## src/shared/link_sup_pkg.sv

```systemverilog
package link_sup_pkg;
   // -------------------------------------------------------------
   // Timing
   // -------------------------------------------------------------
   localparam int CLK_PERIOD_NS = 10;
   localparam int TICK_PERIOD_NS = 1_000_000_000;
   localparam int TICK_CYCLES = TICK_PERIOD_NS / CLK_PERIOD_NS;
   localparam int SEC_W = 16;
   // -------------------------------------------------------------
   // Register byte offsets
   // -------------------------------------------------------------
   localparam logic [7:0] OFS_CTRL = 8'h00;
   localparam logic [7:0] OFS_IDLE_GLOBAL = 8'h04;
   localparam logic [7:0] OFS_IDLE_PARTNER = 8'h08;
   localparam logic [7:0] OFS_PROBE_REPLY = 8'h0c;
   localparam logic [7:0] OFS_RECON_BASE = 8'h10;
   localparam logic [7:0] OFS_ACK_WAIT = 8'h14;
   localparam logic [7:0] OFS_WDOG_REPLY = 8'h18;
   localparam logic [7:0] OFS_KEY_IVAL = 8'h1c;
   localparam logic [7:0] OFS_STATUS = 8'h20;
   localparam logic [7:0] OFS_WAIT_NOW = 8'h24;
   localparam logic [7:0] OFS_WDOG_CYCLE = 8'h28;
   // -------------------------------------------------------------
   // Field positions
   // -------------------------------------------------------------
   localparam int CTRL_PROBE_EN = 0;
   localparam int CTRL_OVERRIDE = 1;
   localparam int ST_LINK = 0;
   localparam int ST_PROBE = 1;
   localparam int ST_ACK = 2;
   localparam int ST_WDOG = 3;
   localparam int ST_TRIES = 4;
   localparam int ST_RECON = 6;
   // -------------------------------------------------------------
   // Reset values and limits, in seconds; FAILS_PER_STEP and ACK_REPEATS are counts
   // -------------------------------------------------------------
   localparam logic [15:0] IDLE_DEF = 16'h00b4;
   localparam logic [15:0] PROBE_DEF = 16'h00b4;
   localparam logic [15:0] RECON_DEF = 16'h000a;
   localparam logic [15:0] RECON_MIN = 16'h000a;
   localparam logic [15:0] RECON_MAX = 16'h012c;
   localparam logic [15:0] WAIT_CEIL = 16'h0384;
   localparam logic [15:0] ACK_DEF = 16'h003c;
   localparam logic [15:0] WDOG_REPLY_DEF = 16'h001e;
   localparam logic [15:0] KEY_DEF = 16'h0008;
   localparam logic [15:0] PERIOD_MIN = 16'h0001;
   localparam logic [1:0] FAILS_PER_STEP = 2'h3;
   localparam logic [1:0] ACK_REPEATS = 2'h3;
endpackage

```

## src/core/link_supervision_timers.sv

```systemverilog
`timescale 1ns/1ps
module link_supervision_timers #(
   parameter int TICK_CYCLES = link_sup_pkg::TICK_CYCLES
) (
   input  wire logic        clk_sys,
   input  wire logic        reset,
   input  wire logic        psel,
   input  wire logic        penable,
   input  wire logic        pwrite,
   input  wire logic [7:0]  paddr,
   input  wire logic [31:0] pwdata,
   output logic      [31:0] prdata,
   output logic             pready,
   output logic             pslverr,
   input  wire logic        linkUp,
   input  wire logic        connEstablished,
   input  wire logic        connFail,
   input  wire logic        trafficSeen,
   input  wire logic        probeReplyRx,
   input  wire logic        frameSent,
   input  wire logic        ackRx,
   input  wire logic        wdogCycleLoad,
   input  wire logic [15:0] wdogCycleValue,
   input  wire logic        wdogReplyRx,
   output logic             sendProbe,
   output logic             closeConn,
   output logic             resendFrame,
   output logic             sendWdog,
   output logic             reconnectReq,
   output logic             keyRenew
);
   // -------------------------------------------------------------
   // State
   // -------------------------------------------------------------
   typedef struct packed {
      logic        probeEn;
      logic        override;
      logic [15:0] idleGlobal;
      logic [15:0] idlePartner;
      logic [15:0] probeReply;
      logic [15:0] reconBase;
      logic [15:0] ackWait;
      logic [15:0] wdReply;
      logic [15:0] keyIval;
      logic [15:0] wdCycle;
      logic [15:0] idleCnt;
      logic [15:0] probeCnt;
      logic [15:0] reconCnt;
      logic [15:0] ackCnt;
      logic [15:0] wdCnt;
      logic [15:0] wdRepCnt;
      logic [15:0] keyCnt;
      logic [15:0] curWait;
      logic        probePend;
      logic        reconActive;
      logic        ackPend;
      logic        wdPend;
      logic [1:0]  failCnt;
      logic [1:0]  ackTries;
      logic        sendProbe;
      logic        closeConn;
      logic        resendFrame;
      logic        sendWdog;
      logic        reconnectReq;
      logic        keyRenew;
      logic        pready;
      logic        pslverr;
      logic [31:0] prdata;
   } st_t;

   st_t  s;
   st_t  next_s;
   logic tick;

   sec_tick_gen #(.CYCLES(TICK_CYCLES)) u_tick (
      .clk_sys (clk_sys),
      .reset   (reset),
      .tick    (tick)
   );

   function automatic logic [15:0] inc(input logic [15:0] v);
      return (v == 16'hffff) ? v : v + 16'h0001;
   endfunction

   function automatic logic due(input logic [15:0] cnt,
                                input logic [15:0] per);
      return inc(cnt) >= per;
   endfunction

   function automatic logic [15:0] clampv(input logic [31:0] v,
                                          input logic [15:0] lo,
                                          input logic [15:0] hi);
      if (v < {16'h0000, lo}) return lo;
      if (v > {16'h0000, hi}) return hi;
      return v[15:0];
   endfunction

   logic [15:0] effIdle;
   logic        drop;
   logic [16:0] dbl;

   always_comb begin
      next_s = s;
      drop = 1'b0;
      dbl = '0;
      next_s.sendProbe = 1'b0;
      next_s.closeConn = 1'b0;
      next_s.resendFrame = 1'b0;
      next_s.sendWdog = 1'b0;
      next_s.reconnectReq = 1'b0;
      next_s.keyRenew = 1'b0;
      next_s.pready = 1'b0;
      next_s.pslverr = 1'b0;
      effIdle = s.override ? s.idlePartner : s.idleGlobal;

      // -------------------------------------------------------------
      // APB slave, one wait state
      // -------------------------------------------------------------
      if (psel && penable && !s.pready) begin
         next_s.pready = 1'b1;
         next_s.prdata = '0;
         case (paddr)
            link_sup_pkg::OFS_CTRL: begin
               if (pwrite) begin
                  next_s.probeEn = pwdata[link_sup_pkg::CTRL_PROBE_EN];
                  next_s.override = pwdata[link_sup_pkg::CTRL_OVERRIDE];
               end
               next_s.prdata[link_sup_pkg::CTRL_PROBE_EN] = s.probeEn;
               next_s.prdata[link_sup_pkg::CTRL_OVERRIDE] = s.override;
            end
            link_sup_pkg::OFS_IDLE_GLOBAL: begin
               if (pwrite) next_s.idleGlobal =
                  clampv(pwdata, link_sup_pkg::PERIOD_MIN, 16'hffff);
               next_s.prdata[15:0] = s.idleGlobal;
            end
            link_sup_pkg::OFS_IDLE_PARTNER: begin
               if (pwrite) next_s.idlePartner =
                  clampv(pwdata, link_sup_pkg::PERIOD_MIN, 16'hffff);
               next_s.prdata[15:0] = s.idlePartner;
            end
            link_sup_pkg::OFS_PROBE_REPLY: begin
               if (pwrite) next_s.probeReply =
                  clampv(pwdata, link_sup_pkg::PERIOD_MIN, 16'hffff);
               next_s.prdata[15:0] = s.probeReply;
            end
            link_sup_pkg::OFS_RECON_BASE: begin
               if (pwrite) next_s.reconBase = clampv(pwdata,
                  link_sup_pkg::RECON_MIN, link_sup_pkg::RECON_MAX);
               next_s.prdata[15:0] = s.reconBase;
            end
            link_sup_pkg::OFS_ACK_WAIT: begin
               if (pwrite) next_s.ackWait =
                  clampv(pwdata, link_sup_pkg::PERIOD_MIN, 16'hffff);
               next_s.prdata[15:0] = s.ackWait;
            end
            link_sup_pkg::OFS_WDOG_REPLY: begin
               if (pwrite) next_s.wdReply = clampv(pwdata, 16'h0000, 16'hffff);
               next_s.prdata[15:0] = s.wdReply;
            end
            link_sup_pkg::OFS_KEY_IVAL: begin
               if (pwrite) next_s.keyIval = clampv(pwdata, 16'h0000, 16'hffff);
               next_s.prdata[15:0] = s.keyIval;
            end
            link_sup_pkg::OFS_STATUS: begin
               next_s.prdata[link_sup_pkg::ST_LINK] = linkUp;
               next_s.prdata[link_sup_pkg::ST_PROBE] = s.probePend;
               next_s.prdata[link_sup_pkg::ST_ACK] = s.ackPend;
               next_s.prdata[link_sup_pkg::ST_WDOG] = s.wdPend;
               next_s.prdata[link_sup_pkg::ST_TRIES +: 2] = s.ackTries;
               next_s.prdata[link_sup_pkg::ST_RECON] = s.reconActive;
            end
            link_sup_pkg::OFS_WAIT_NOW: next_s.prdata[15:0] = s.curWait;
            link_sup_pkg::OFS_WDOG_CYCLE: next_s.prdata[15:0] = s.wdCycle;
            default: next_s.pslverr = 1'b1;
         endcase
      end

      // -------------------------------------------------------------
      // Idle probe and probe reply; only while linkUp and probeEn
      // -------------------------------------------------------------
      if (!linkUp || !s.probeEn) begin
         next_s.idleCnt = '0;
         next_s.probePend = 1'b0;
      end else if (s.probePend) begin
         if (probeReplyRx) begin
            next_s.probePend = 1'b0;
         end else if (tick) begin
            next_s.probeCnt = inc(s.probeCnt);
            if (due(s.probeCnt, s.probeReply)) begin
               drop = 1'b1;
               next_s.probePend = 1'b0;
            end
         end
      end else if (trafficSeen) begin
         next_s.idleCnt = '0;
      end else if (tick) begin
         next_s.idleCnt = inc(s.idleCnt);
         if (due(s.idleCnt, effIdle)) begin
            next_s.sendProbe = 1'b1;
            next_s.probePend = 1'b1;
            next_s.probeCnt = '0;
            next_s.idleCnt = '0;
         end
      end

      // -------------------------------------------------------------
      // Acknowledge wait and frame repeats
      // -------------------------------------------------------------
      if (!linkUp) begin
         next_s.ackPend = 1'b0;
      end else if (frameSent) begin
         next_s.ackPend = 1'b1;
         next_s.ackCnt = '0;
         next_s.ackTries = '0;
      end else if (s.ackPend) begin
         if (ackRx) begin
            next_s.ackPend = 1'b0;
         end else if (tick) begin
            next_s.ackCnt = inc(s.ackCnt);
            if (due(s.ackCnt, s.ackWait)) begin
               next_s.ackCnt = '0;
               if (s.ackTries == link_sup_pkg::ACK_REPEATS) begin
                  drop = 1'b1;
                  next_s.ackPend = 1'b0;
               end else begin
                  next_s.resendFrame = 1'b1;
                  next_s.ackTries = s.ackTries + 2'h1;
               end
            end
         end
      end

      // -------------------------------------------------------------
      // Watchdog cycle and watchdog reply
      // -------------------------------------------------------------
      if (wdogCycleLoad) next_s.wdCycle = wdogCycleValue;
      if (!linkUp) begin
         next_s.wdCnt = '0;
         next_s.wdPend = 1'b0;
      end else if (s.wdPend) begin
         if (wdogReplyRx || s.wdReply == 16'h0000) begin
            next_s.wdPend = 1'b0;
         end else if (tick) begin
            next_s.wdRepCnt = inc(s.wdRepCnt);
            if (due(s.wdRepCnt, s.wdReply)) begin
               drop = 1'b1;
               next_s.wdPend = 1'b0;
            end
         end
      end else if (ackRx || s.wdCycle == 16'h0000) begin
         next_s.wdCnt = '0;
      end else if (tick) begin
         next_s.wdCnt = inc(s.wdCnt);
         if (due(s.wdCnt, s.wdCycle)) begin
            next_s.sendWdog = 1'b1;
            next_s.wdCnt = '0;
            next_s.wdRepCnt = '0;
            next_s.wdPend = s.wdReply != 16'h0000;
         end
      end

      // -------------------------------------------------------------
      // Key renewal
      // -------------------------------------------------------------
      if (!linkUp || s.keyIval == 16'h0000) begin
         next_s.keyCnt = '0;
      end else if (tick) begin
         next_s.keyCnt = inc(s.keyCnt);
         if (due(s.keyCnt, s.keyIval)) begin
            next_s.keyRenew = 1'b1;
            next_s.keyCnt = '0;
         end
      end

      // -------------------------------------------------------------
      // Reconnection back-off
      // -------------------------------------------------------------
      next_s.closeConn = drop;
      if (connEstablished) begin
         next_s.curWait = s.reconBase;
         next_s.failCnt = '0;
         next_s.reconActive = 1'b0;
      end else if (drop || connFail) begin
         next_s.reconActive = 1'b1;
         next_s.reconCnt = '0;
         if (connFail) begin
            next_s.failCnt = s.failCnt + 2'h1;
            if (s.failCnt + 2'h1 == link_sup_pkg::FAILS_PER_STEP) begin
               next_s.failCnt = '0;
               dbl = {s.curWait, 1'b0};
               next_s.curWait = (dbl > {1'b0, link_sup_pkg::WAIT_CEIL}) ?
                  link_sup_pkg::WAIT_CEIL : dbl[15:0];
            end
         end
      end else if (s.reconActive && tick) begin
         next_s.reconCnt = inc(s.reconCnt);
         if (due(s.reconCnt, s.curWait)) begin
            next_s.reconnectReq = 1'b1;
            next_s.reconActive = 1'b0;
         end
      end
   end

   always_ff @(posedge clk_sys) begin
      if (reset) begin
         s <= '0;
         s.idleGlobal <= link_sup_pkg::IDLE_DEF;
         s.idlePartner <= link_sup_pkg::IDLE_DEF;
         s.probeReply <= link_sup_pkg::PROBE_DEF;
         s.reconBase <= link_sup_pkg::RECON_DEF;
         s.curWait <= link_sup_pkg::RECON_DEF;
         s.ackWait <= link_sup_pkg::ACK_DEF;
         s.wdReply <= link_sup_pkg::WDOG_REPLY_DEF;
         s.keyIval <= link_sup_pkg::KEY_DEF;
      end else begin
         s <= next_s;
      end
   end

   assign prdata = s.prdata;
   assign pready = s.pready;
   assign pslverr = s.pslverr;
   assign sendProbe = s.sendProbe;
   assign closeConn = s.closeConn;
   assign resendFrame = s.resendFrame;
   assign sendWdog = s.sendWdog;
   assign reconnectReq = s.reconnectReq;
   assign keyRenew = s.keyRenew;
endmodule // link_supervision_timers

```

## src/core/sec_tick_gen.sv

```systemverilog
`timescale 1ns/1ps
module sec_tick_gen #(
   parameter int CYCLES = link_sup_pkg::TICK_CYCLES
) (
   input  wire logic clk_sys,
   input  wire logic reset,
   output logic      tick
);
   localparam int W = $clog2(CYCLES + 1);
   localparam logic [W-1:0] LAST = W'(CYCLES - 1);

   typedef struct packed {
      logic [W-1:0] cnt;
      logic         tick;
   } tk_t;

   tk_t s;
   tk_t next_s;

   always_comb begin
      next_s = s;
      next_s.tick = 1'b0;
      if (s.cnt == LAST) begin
         next_s.cnt = '0;
         next_s.tick = 1'b1;
      end else begin
         next_s.cnt = s.cnt + W'(1);
      end
   end

   always_ff @(posedge clk_sys) begin
      if (reset) begin
         s <= '0;
      end else begin
         s <= next_s;
      end
   end

   assign tick = s.tick;
endmodule // sec_tick_gen

```

## config.mk

```make
export PLATFORM = sky130hd
export DESIGN_NAME = link_supervision_timers
export DESIGN_NICKNAME = d
export VERILOG_FILES = /design/src/shared/link_sup_pkg.sv /design/src/core/link_supervision_timers.sv /design/src/core/sec_tick_gen.sv
export SDC_FILE = /design/constraint.sdc
export NUM_CORES = 1
export LEC_CHECK = 0
export BUFFER_PORTS_ARGS = -buffer_cell sky130_fd_sc_hd__buf_2
export CAP_MARGIN = 20
export CORE_ASPECT_RATIO = 0.75
export CORE_MARGIN = 2
export CORE_UTILIZATION = 60
export DETAILED_ROUTE_END_ITERATION = 8
export PLACE_DENSITY = 0.79
export SYNTH_ARGS = -nofsm -noshare
export SYNTH_HDL_FRONTEND = slang
export SYNTH_SLANG_ARGS = --single-unit
```

## constraint.sdc

```tcl
create_clock -name clk_sys -period 4.85 [get_ports clk_sys]
set_input_delay 0.97 -clock clk_sys [delete_from_list [all_inputs] [get_ports clk_sys]]
set_output_delay 0.97 -clock clk_sys [all_outputs]
set_load 0.005 [all_outputs]
```

## Yosys cells after proc, flatten, opt, wreduce, memory -nomap -nowiden

Index checks and enable logic that the tools add are counted.

| storage, ports and cells | value |
|---|---|
| output and inout port bits | 40 |
| register bits after elaboration | 318 |
| input bits | 70 |
| word-level logic and storage cells | 313 |

| cells by class | value |
|---|---|
| mux-type cells | 161 |
| reduce and logical (&&, ||, !) cells | 58 |
| $add $sub $neg | 10 |
| order comparisons | 13 |
| eq/ne operators | 26 |
| bitwise logic cells | 10 |

Operators by type and width:

| operator | number |
|---|---|
| $mux W16 | 51 |
| $mux W32 | 4 |
| $add A16 B1 Y16 const B | 7 |
| $eq A16 B16 Y1 const B | 7 |
| $ge A16 B16 Y1 | 7 |
| $mux W1 | 95 |
| $pmux W9 S9 | 1 |
| $lt A32 B1 Y1 const B | 2 |
| $pmux W5 S10 | 1 |
| $logic_not A16 Y1 | 3 |
| $mux W34 | 1 |
| $eq A8 B5 Y1 const B | 4 |
| $gt A32 B16 Y1 const B | 1 |
| $gt A32 B9 Y1 const B | 1 |
| $lt A32 B4 Y1 const B | 1 |
| $add A27 B1 Y27 const B | 1 |
| $eq A27 B27 Y1 const B | 1 |
| $reduce_and A3 Y1 | 9 |
| $eq A8 B6 Y1 const B | 3 |
| $reduce_bool A2 Y1 | 12 |
| $pmux W2 S11 | 1 |
| $gt A17 B10 Y1 const B | 1 |
| $eq A8 B4 Y1 const B | 2 |
| $reduce_bool A16 Y1 | 1 |
| 21 further kinds | 61 |

## Longest topological paths before layout

Gate-level depths: netlist of run 1.

| depth | value |
|---|---|
| word-level depth | 23 |
| depth in mapped cells | 18 |
| mapped depth without buffers | 17 |

## Hierarchy

Synthesis of run 1 repeated with hierarchy kept, for this count alone.

| unflattened totals | value |
|---|---|
| cell total of the unflattened synthesis | 2279 |
| area, all modules | 18571.6 um^2 |

By module, submodules not included:

| module | seq. area each (um^2) | instances | cells an instance | area each (um^2) |
|---|---|---|---|---|
| link_supervision_timers | 5805.6 | 1 | 2120 | 17217.8 |
| sec_tick_gen | 560.5 | 1 | 159 | 1353.8 |

## Worst setup path after synthesis of run 1

OpenSTA, ideal clock, no wires.

| path | value |
|---|---|
| path type | register -> register |
| start | reg s[160] (netlist bit) |
| end | reg s[144] (netlist bit) |
| data arrival time | 3.854 ns |
| cell stages (with the launch flop) | 18 |
| slack | 0.909 ns |
| period minus slack after synthesis | 3.941 ns |
| cell sequence | dfxtp_1 > ha_1 > and3_1 > or4b_4 > or3_1 > buf_6 > nand2_1 > nor2_1 > xnor2_1 > ha_1 > a21o_1 > a21o_1 > a21oi_1 > o211ai_1 > a21o_1 > a211oi_1 > o21ai_0 > o31ai_1 |

| on the way | value |
|---|---|
| cells in the longest elaborated chain, start to end | 5 |

RTL lines:

| item | line | text |
|---|---|---|
| from (decl) | link_supervision_timers.sv:71 | `st_t s;` |
| from (signal assigned) | link_supervision_timers.sv:316 | `s <= next_s;` |
| $add A16 B1 Y16 or $eq A16 B16 Y1 (tied branches) | link_supervision_timers.sv:82 | `return (v == 16'hffff) ? v : v + 16'h0001;` |
| $mux W16 * | link_supervision_timers.sv:82 |  |
| $ge A16 B16 Y1 * | link_supervision_timers.sv:87 | `return inc(cnt) >= per;` |
| $reduce_bool A2 Y1 (no line) * | n/a |  |
| $reduce_and A5 Y1 (no line) * | n/a |  |

Mark *: on every way between the ends. The rest lies on a longest branch, timed or not.
A chain may end at the register's enable or synchronous reset.

## Worst setup path after layout of run 1

| path | value |
|---|---|
| start | reg s[80] (netlist bit) |
| end | reg s[133] (netlist bit) |

| on the way | value |
|---|---|
| cells in the longest elaborated chain, start to end | 11 |

RTL lines:

| item | line | text |
|---|---|---|
| $add A16 B1 Y16 or $eq A16 B16 Y1 (tied branches) | link_supervision_timers.sv:82 |  |
| $mux W16 * | link_supervision_timers.sv:82 |  |
| $ge A16 B16 Y1 * | link_supervision_timers.sv:87 |  |
| $mux W1 * | link_supervision_timers.sv:245 | `if (due(s.wdRepCnt, s.wdReply)) begin` |
| $mux W1 * | link_supervision_timers.sv:243 | `end else if (tick) begin` |
| $mux W1 * | link_supervision_timers.sv:241 | `if (wdogReplyRx \|\| s.wdReply == 16'h0000) begin` |
| $mux W1 * | link_supervision_timers.sv:240 | `end else if (s.wdPend) begin` |
| $mux W1 * | link_supervision_timers.sv:237 | `if (!linkUp) begin` |
| $logic_or A1 B1 Y1 * | link_supervision_timers.sv:283 | `end else if (drop \|\| connFail) begin` |
| $reduce_bool A2 Y1 (no line) | n/a |  |
| $reduce_and A2 Y1 (no line) | n/a |  |

Marks and branches as above.

==> run metrics, run 1 <==
crit path max fanout 9; # DRC 0; Die W 207 um; number of global-route vias before repair 16277; Post-synth EDFFs 0; Design Area, Final 20300 um2; 1st-iter DRT viols 2363; Ys Warns 0; Syn Inst Count 2254; Post-synth ARST share 0; maximum vdd drop around 0.25 mV; CTS Buf Count 31; Commonest cells post-synth dfxtp_1, nor2_1, nand2_1; layout cells sized above 1 0.100; CTS Sinks between 300 and 400; Worst Path Required 5380 ps; Worst Skew 13.0 ps; Cell Pwr Density around 280 nW/um2; post-synth top area share 0.344; later-pin clock latency in the skew report roughly 600 ps; Port Buffers 93; HPWL after DPL 41.6 mm; critical path type flop to flop; TNS Setup 0 ps; Final period util 0.930; hold endpoint u_tick.s[1]$_SDFF_PP0_; Inst Count DP around 2700; fill count 2475; crit path DAT 5040 ps; io pins 110; Clk pin slew, worst setup/hold paths around 60 ps; Setup crit end kind flop; clock power share 0.488; TritonRoute pass-1 iters 7; hold path startpoint u_tick.s[1]$_SDFF_PP0_; RSZ-0062 raised after global routing false; most numerous cell in the Yosys netlist dfxtp_1; final hold viol count 0; Worst Tran Pin Value 1230 ps; Synth Flop Type dfxtp_1; Starting Density 0.611; total number of vias 17600; dpl ws 238 ps; Routed Antenna Nets 0; area leader, netlist dfxtp_1; Power Internal 4.42 mW; Total Routed Length 56.7 mm; part of the power in combinational logic 0.047; reg2reg setup slack 340 ps; #FFs+latches synth 318; Area growth syn-to-layout 9.79%; FP Rows 55; CTS Buffer Depth 3; Min-Delay Path Class flop to flop; status finished, final reports clean; Setup crit start kind flop; Slew Limit Fails 0; largest net degree at the start of global routing 69; Setup WS post-layout 340 ps; Sw Ratio 0.229; Sequential Area approximately 6400 um2; sequential-to-total area share from yosys stat 0.344; R2R Path End s[133]$_SDFFE_PP0P_; worst r2r path cells 18; max_cap viols 0; nets@finish 2479; reg2reg start s[80]$_SDFFE_PP0P_; Vias/cell 6.49; crit path time final roughly 4500 ps; part of the power in registers 0.465; placer congestion estimate ~0.96; drt wl/cell ~21 um; Area contributors post-synth dfxtp_1, ha_1, nor2_1, mux2i_1, a211oi_1; hold buffer count at CTS 0; Placed Instance Area 19100 um2; Leakage slightly above 8 nW; Slew headroom 0.174; GRT Util Overall 0.344; fmax 0.222 GHz; Post-Syn Area per Cell slightly above 8 um2; hold path depth 1; initial antenna violation count 4; total gr overflow 0; die footprint 32300 um2; final std cells w/o fill 2713; post-layout utilization of the core 0.671; global-route wire length before repair between 80 and 90 mm; Mapped Area 18500 um2; Setup-failing EPs final 0; Switch Pwr 1.31 mW; H-tree Lvls 1; synth unique cells 83; Root Buffer clkbuf_16; Die Y 156 um; Post-CTS Repair Setup Buffers 0; footprint of the multi-input gates 11100 um2; CTS tree done; core area 30300 um2; post-CTS sizing 0
[sequential cells by signal (all words and copies together), names as in the netlist]
name,flops
u_tick.s,27
sendProbe,1
reconnectReq,1
prdata,16
s,266
sendWdog,1
closeConn,1
resendFrame,1
pslverr,1
pready,1
u_tick.tick,1
keyRenew,1
[logic make-up after synthesis]
kind of cell | after synthesis | synth area share
simple gates | 831 | 0.215
mux | 86 | 0.0475
other cells | 1 | 0.000203
compound gates | 536 | 0.203
xor+xnor | 100 | 0.0473
buf+inv | 261 | 0.0612
flops | 318 | 0.344
fa+ha+maj | 121 | 0.0818
[worst max path at each step]
stage	from	to	slack, ps	cells past startpoint
after floorplan	s[160]$_SDFFE_PP0P_	s[144]$_SDFFE_PP0P_	910	17
after global placement	s[80]$_SDFFE_PP0P_	s[134]$_SDFFE_PP0P_	390	17
after detailed placement	s[80]$_SDFFE_PP0P_	s[128]$_SDFFE_PP0P_	240	17
after CTS	s[80]$_SDFFE_PP0P_	s[128]$_SDFFE_PP0P_	200	17
after global routing	s[80]$_SDFFE_PP0P_	s[139]$_SDFFE_PP0P_	20	18
final	s[80]$_SDFFE_PP0P_	s[133]$_SDFFE_PP0P_	340	18
[per-layer routing]
layer	track usage	wire length, um
met5	0	0
met4	0.123	2150
met3	0.0714	6400
met2	0.532	24500
met1	0.475	23700
[layout make-up]
class	instances	share of cell area
multi-input combinational	1690	0.546
clock inverter	15	0.0127
inverter	122	0.0225
clock buffer	43	0.0453
antenna	1	0.000123
sequential	318	0.313
tap	399	0.0246
timing repair buffer	125	0.0354
[critical path: stages (launching register included)]
cell,delay [ps]
dfxtp_1,440
ha_1,280
inv_1,90
nor4_2,410
nand3_2,240
and3_1,310
nand3_1,140
nor2_1,90
xor2_1,150
ha_1,300
a21oi_1,150
nor3_1,50
or3_1,310
a211o_1,320
nand3_2,150
nand3_2,130
o41ai_4,470
buf_4,270
a22o_1,150
[metrics by stage]
stage	total power [mW]	hold WS [ps]
floorplan	2.88	418
global placement	2.97	427
detailed placement	2.98	452
CTS	5.73	465
global route	5.84	475
finish	5.73	465
[placed cells by master, fill, tap and decap left out, drive strengths merged, types with 11 or more instances in the layout]
cell type / Yosys / layout
and3: 43 / 43
a221oi: 15 / 15
mux2i: 72 / 72
mux2: 14 / 14
nand2b: 16 / 16
inv: 121 / 122
xnor2: 67 / 67
o31ai: 11 / 11
a22oi: 27 / 27
o21ai: 74 / 74
nor3: 53 / 53
conb: 1 / 16
a22o: 34 / 34
nand2: 176 / 176
nor2b: 12 / 12
nand3: 103 / 103
a21oi: 107 / 107
a21o: 35 / 35
o22ai: 13 / 13
a211oi: 96 / 96
o211ai: 24 / 24
clkbuf: 83 / 43
buf: 56 / 125
a31oi: 16 / 16
nor2: 292 / 292
a311oi: 18 / 18
nor4: 31 / 31
ha: 121 / 121
o21a: 15 / 15
dfxtp: 318 / 318
or3: 19 / 19
nand4: 45 / 45
xor2: 33 / 33
[power groups by stage]
| stage | Sequential, mW | Clock, mW | Combinational [mW] |
|---|---|---|---|
| global route | 2.66 | 2.89 | 0.286 |
| finish | 2.66 | 2.80 | 0.268 |
| CTS | 2.66 | 2.81 | 0.261 |
| global placement | 2.72 | 0 | 0.252 |
| detailed placement | 2.72 | 0 | 0.259 |
| floorplan | 2.70 | 0 | 0.176 |
Note: power is estimated with default switching activity, not from simulation.
==> run 2, diff against run 1 <==
CORE_ASPECT_RATIO = 0.5   (was 0.75)
SLEW_MARGIN = 15   (was unset)
==> run metrics, run 2 (synthesis gave the netlist of run 1 again) <==
status finished, final reports clean; drt wl/cell about 20 um; Slew headroom 0.212; number of global-route vias before repair 15472; TritonRoute pass-1 iters 6; Power Internal roughly 4 mW; most frequent cells in the layout dfxtp_1, nor2_1, nand2_1; core area just over 30000 um2; initial antenna violation count 0; Root Buffer clkbuf_16; Ant. Diodes 0; part of the power in registers 0.507; CTS Sinks ~320; Setup crit start kind flop; Setup-failing EPs final 0; die footprint 32400 um2; Inst Count DP 2655; Cell Pwr Density 261 nW/um2; reg2reg setup slack ~420 ps; final std cells w/o fill between 2000 and 3000; Port Buffers 93; Slew Limit Fails 0; placer congestion estimate between 1 and 1.5; Die W 252 um; Vias/cell 6.39; nets@finish 2478; CTS Buffer Depth 3; total gr overflow 0; crit path DAT about 5000 ps; Switch Pwr 1.26 mW; maximum vdd drop roughly 0.29 mV; io pins 110; Min-Delay Path Class flop to flop; Setup crit end kind flop; GRT Util Overall 0.329; Worst Skew 9.82 ps; final hold viol count 0; total number of vias around 17000; Area growth syn-to-layout 8.54%; RSZ-0062 raised after global routing false; Worst Path Required 5370 ps; Starting Density 0.610; max reg flops 266; Leakage approximately 8.1 nW; Routed Antenna Nets 0; WHS 450 ps; fmax 0.226 GHz; global-route wire length before repair 84.3 mm; CTS Buf Count 28; crit path time final around 4400 ps; H-tree Lvls 1; FP Rows 45; Total Routed Length roughly 54 mm; Design Area, Final 20100 um2; layout cells sized above 1 0.0971; crit path max fanout 14; Final period util 0.914; largest net degree at the start of global routing 80; Clk pin slew, worst setup/hold paths 70 ps; part of the power in combinational logic 0.050; critical path type flop to flop; Post-CTS Repair Setup Buffers 0; later-pin clock latency in the skew report 580 ps; Placed Instance Area 19100 um2; Most flops, register s; TNS Setup 0 ps; commonest non-fill, non-tap cell in the layout dfxtp_1; HPWL after DPL 39.2 mm; clock power share 0.443; # DRC 0; Sw Ratio 0.239; 1st-iter DRT viols 2193; max_cap viols 0; Worst Tran Pin Value 1170 ps; CTS tree done; Die Y 128 um
run 2: cell count changes in the layout (fill, tap and decap cells not counted), moves of 2 or more:
| cell | delta |
|---|---|
| clkbuf_1 | +3 |
| buf_4 | +2 |
| clkinvlp_4 | +6 |
| clkinv_2 | -2 |
| clkbuf_16 | -2 |
| clkbuf_8 | -6 |
| bufinv_16 | -5 |
run 2: power by group through the flow:
stage	clock network, mW	logic, mW	registers, mW
global placement	0	0.251	2.72
CTS	2.34	0.254	2.66
floorplan	0	0.176	2.70
global route	2.44	0.284	2.66
finish	2.32	0.262	2.66
detailed placement	0	0.252	2.72
run 2: worst max-delay path, stage by stage, from the launching register on:
cell and delay [ps]:
dfxtp_1 440, ha_1 270, inv_1 120, nor4_4 380
nand3_2 240, and3_1 320, nand3_1 140, nor2_1 90
xor2_1 150, ha_1 300, a21oi_1 200, nor3_1 60
or3_1 310, a211o_1 310, nand3_2 150, a31oi_4 190
nor3_4 480, a221o_1 230
run 2: final cells by class:
| type | count | area (um2) |
|---|---|---|
| clock inverters | 13 | 134 |
| well taps | 399 | 499 |
| flip-flops and latches | 318 | 6370 |
| repair buffers | 127 | 731 |
| inverters | 122 | 458 |
| fillers | 2522 | 10300 |
| clock buffers | 38 | 800 |
| multi-input cells | 1690 | 11100 |
run 2: path summary, 6_finish.rpt:
check,cells past startpoint,endpoint,start
worst min register to register,1,u_tick.s[1]$_SDFF_PP0_,u_tick.s[1]$_SDFF_PP0_
worst max register to register,17,s[134]$_SDFFE_PP0P_,s[80]$_SDFFE_PP0P_
worst min-delay path,1,u_tick.s[1]$_SDFF_PP0_,u_tick.s[1]$_SDFF_PP0_
worst max-delay path,17,s[134]$_SDFFE_PP0P_,s[80]$_SDFFE_PP0P_
run 2: routing by layer:
layer | wire, um | part of all wire | track usage
met5 | 0 | 0 | 0
met4 | 2070 | 0.038 | 0.122
met3 | 6220 | 0.12 | 0.0879
met2 | 22300 | 0.41 | 0.485
met1 | 23400 | 0.43 | 0.461
run 2: stage by stage:
step	power (mW)	setup WS, ps	util
floorplan	2.88	909	-
finish	5.24	417	0.662
detailed placement	2.97	203	0.630
CTS	5.25	140	0.661
global placement	2.97	354	0.630
global route	5.38	78.1	0.662
run 2: timing repair:
action / 4_1_cts / 5_1_grt
hold buffers: 0 / 0
resized for setup: 0 / 3
setup endpoints to repair: 0 / 18
hold endpoints to repair: 0 / 0
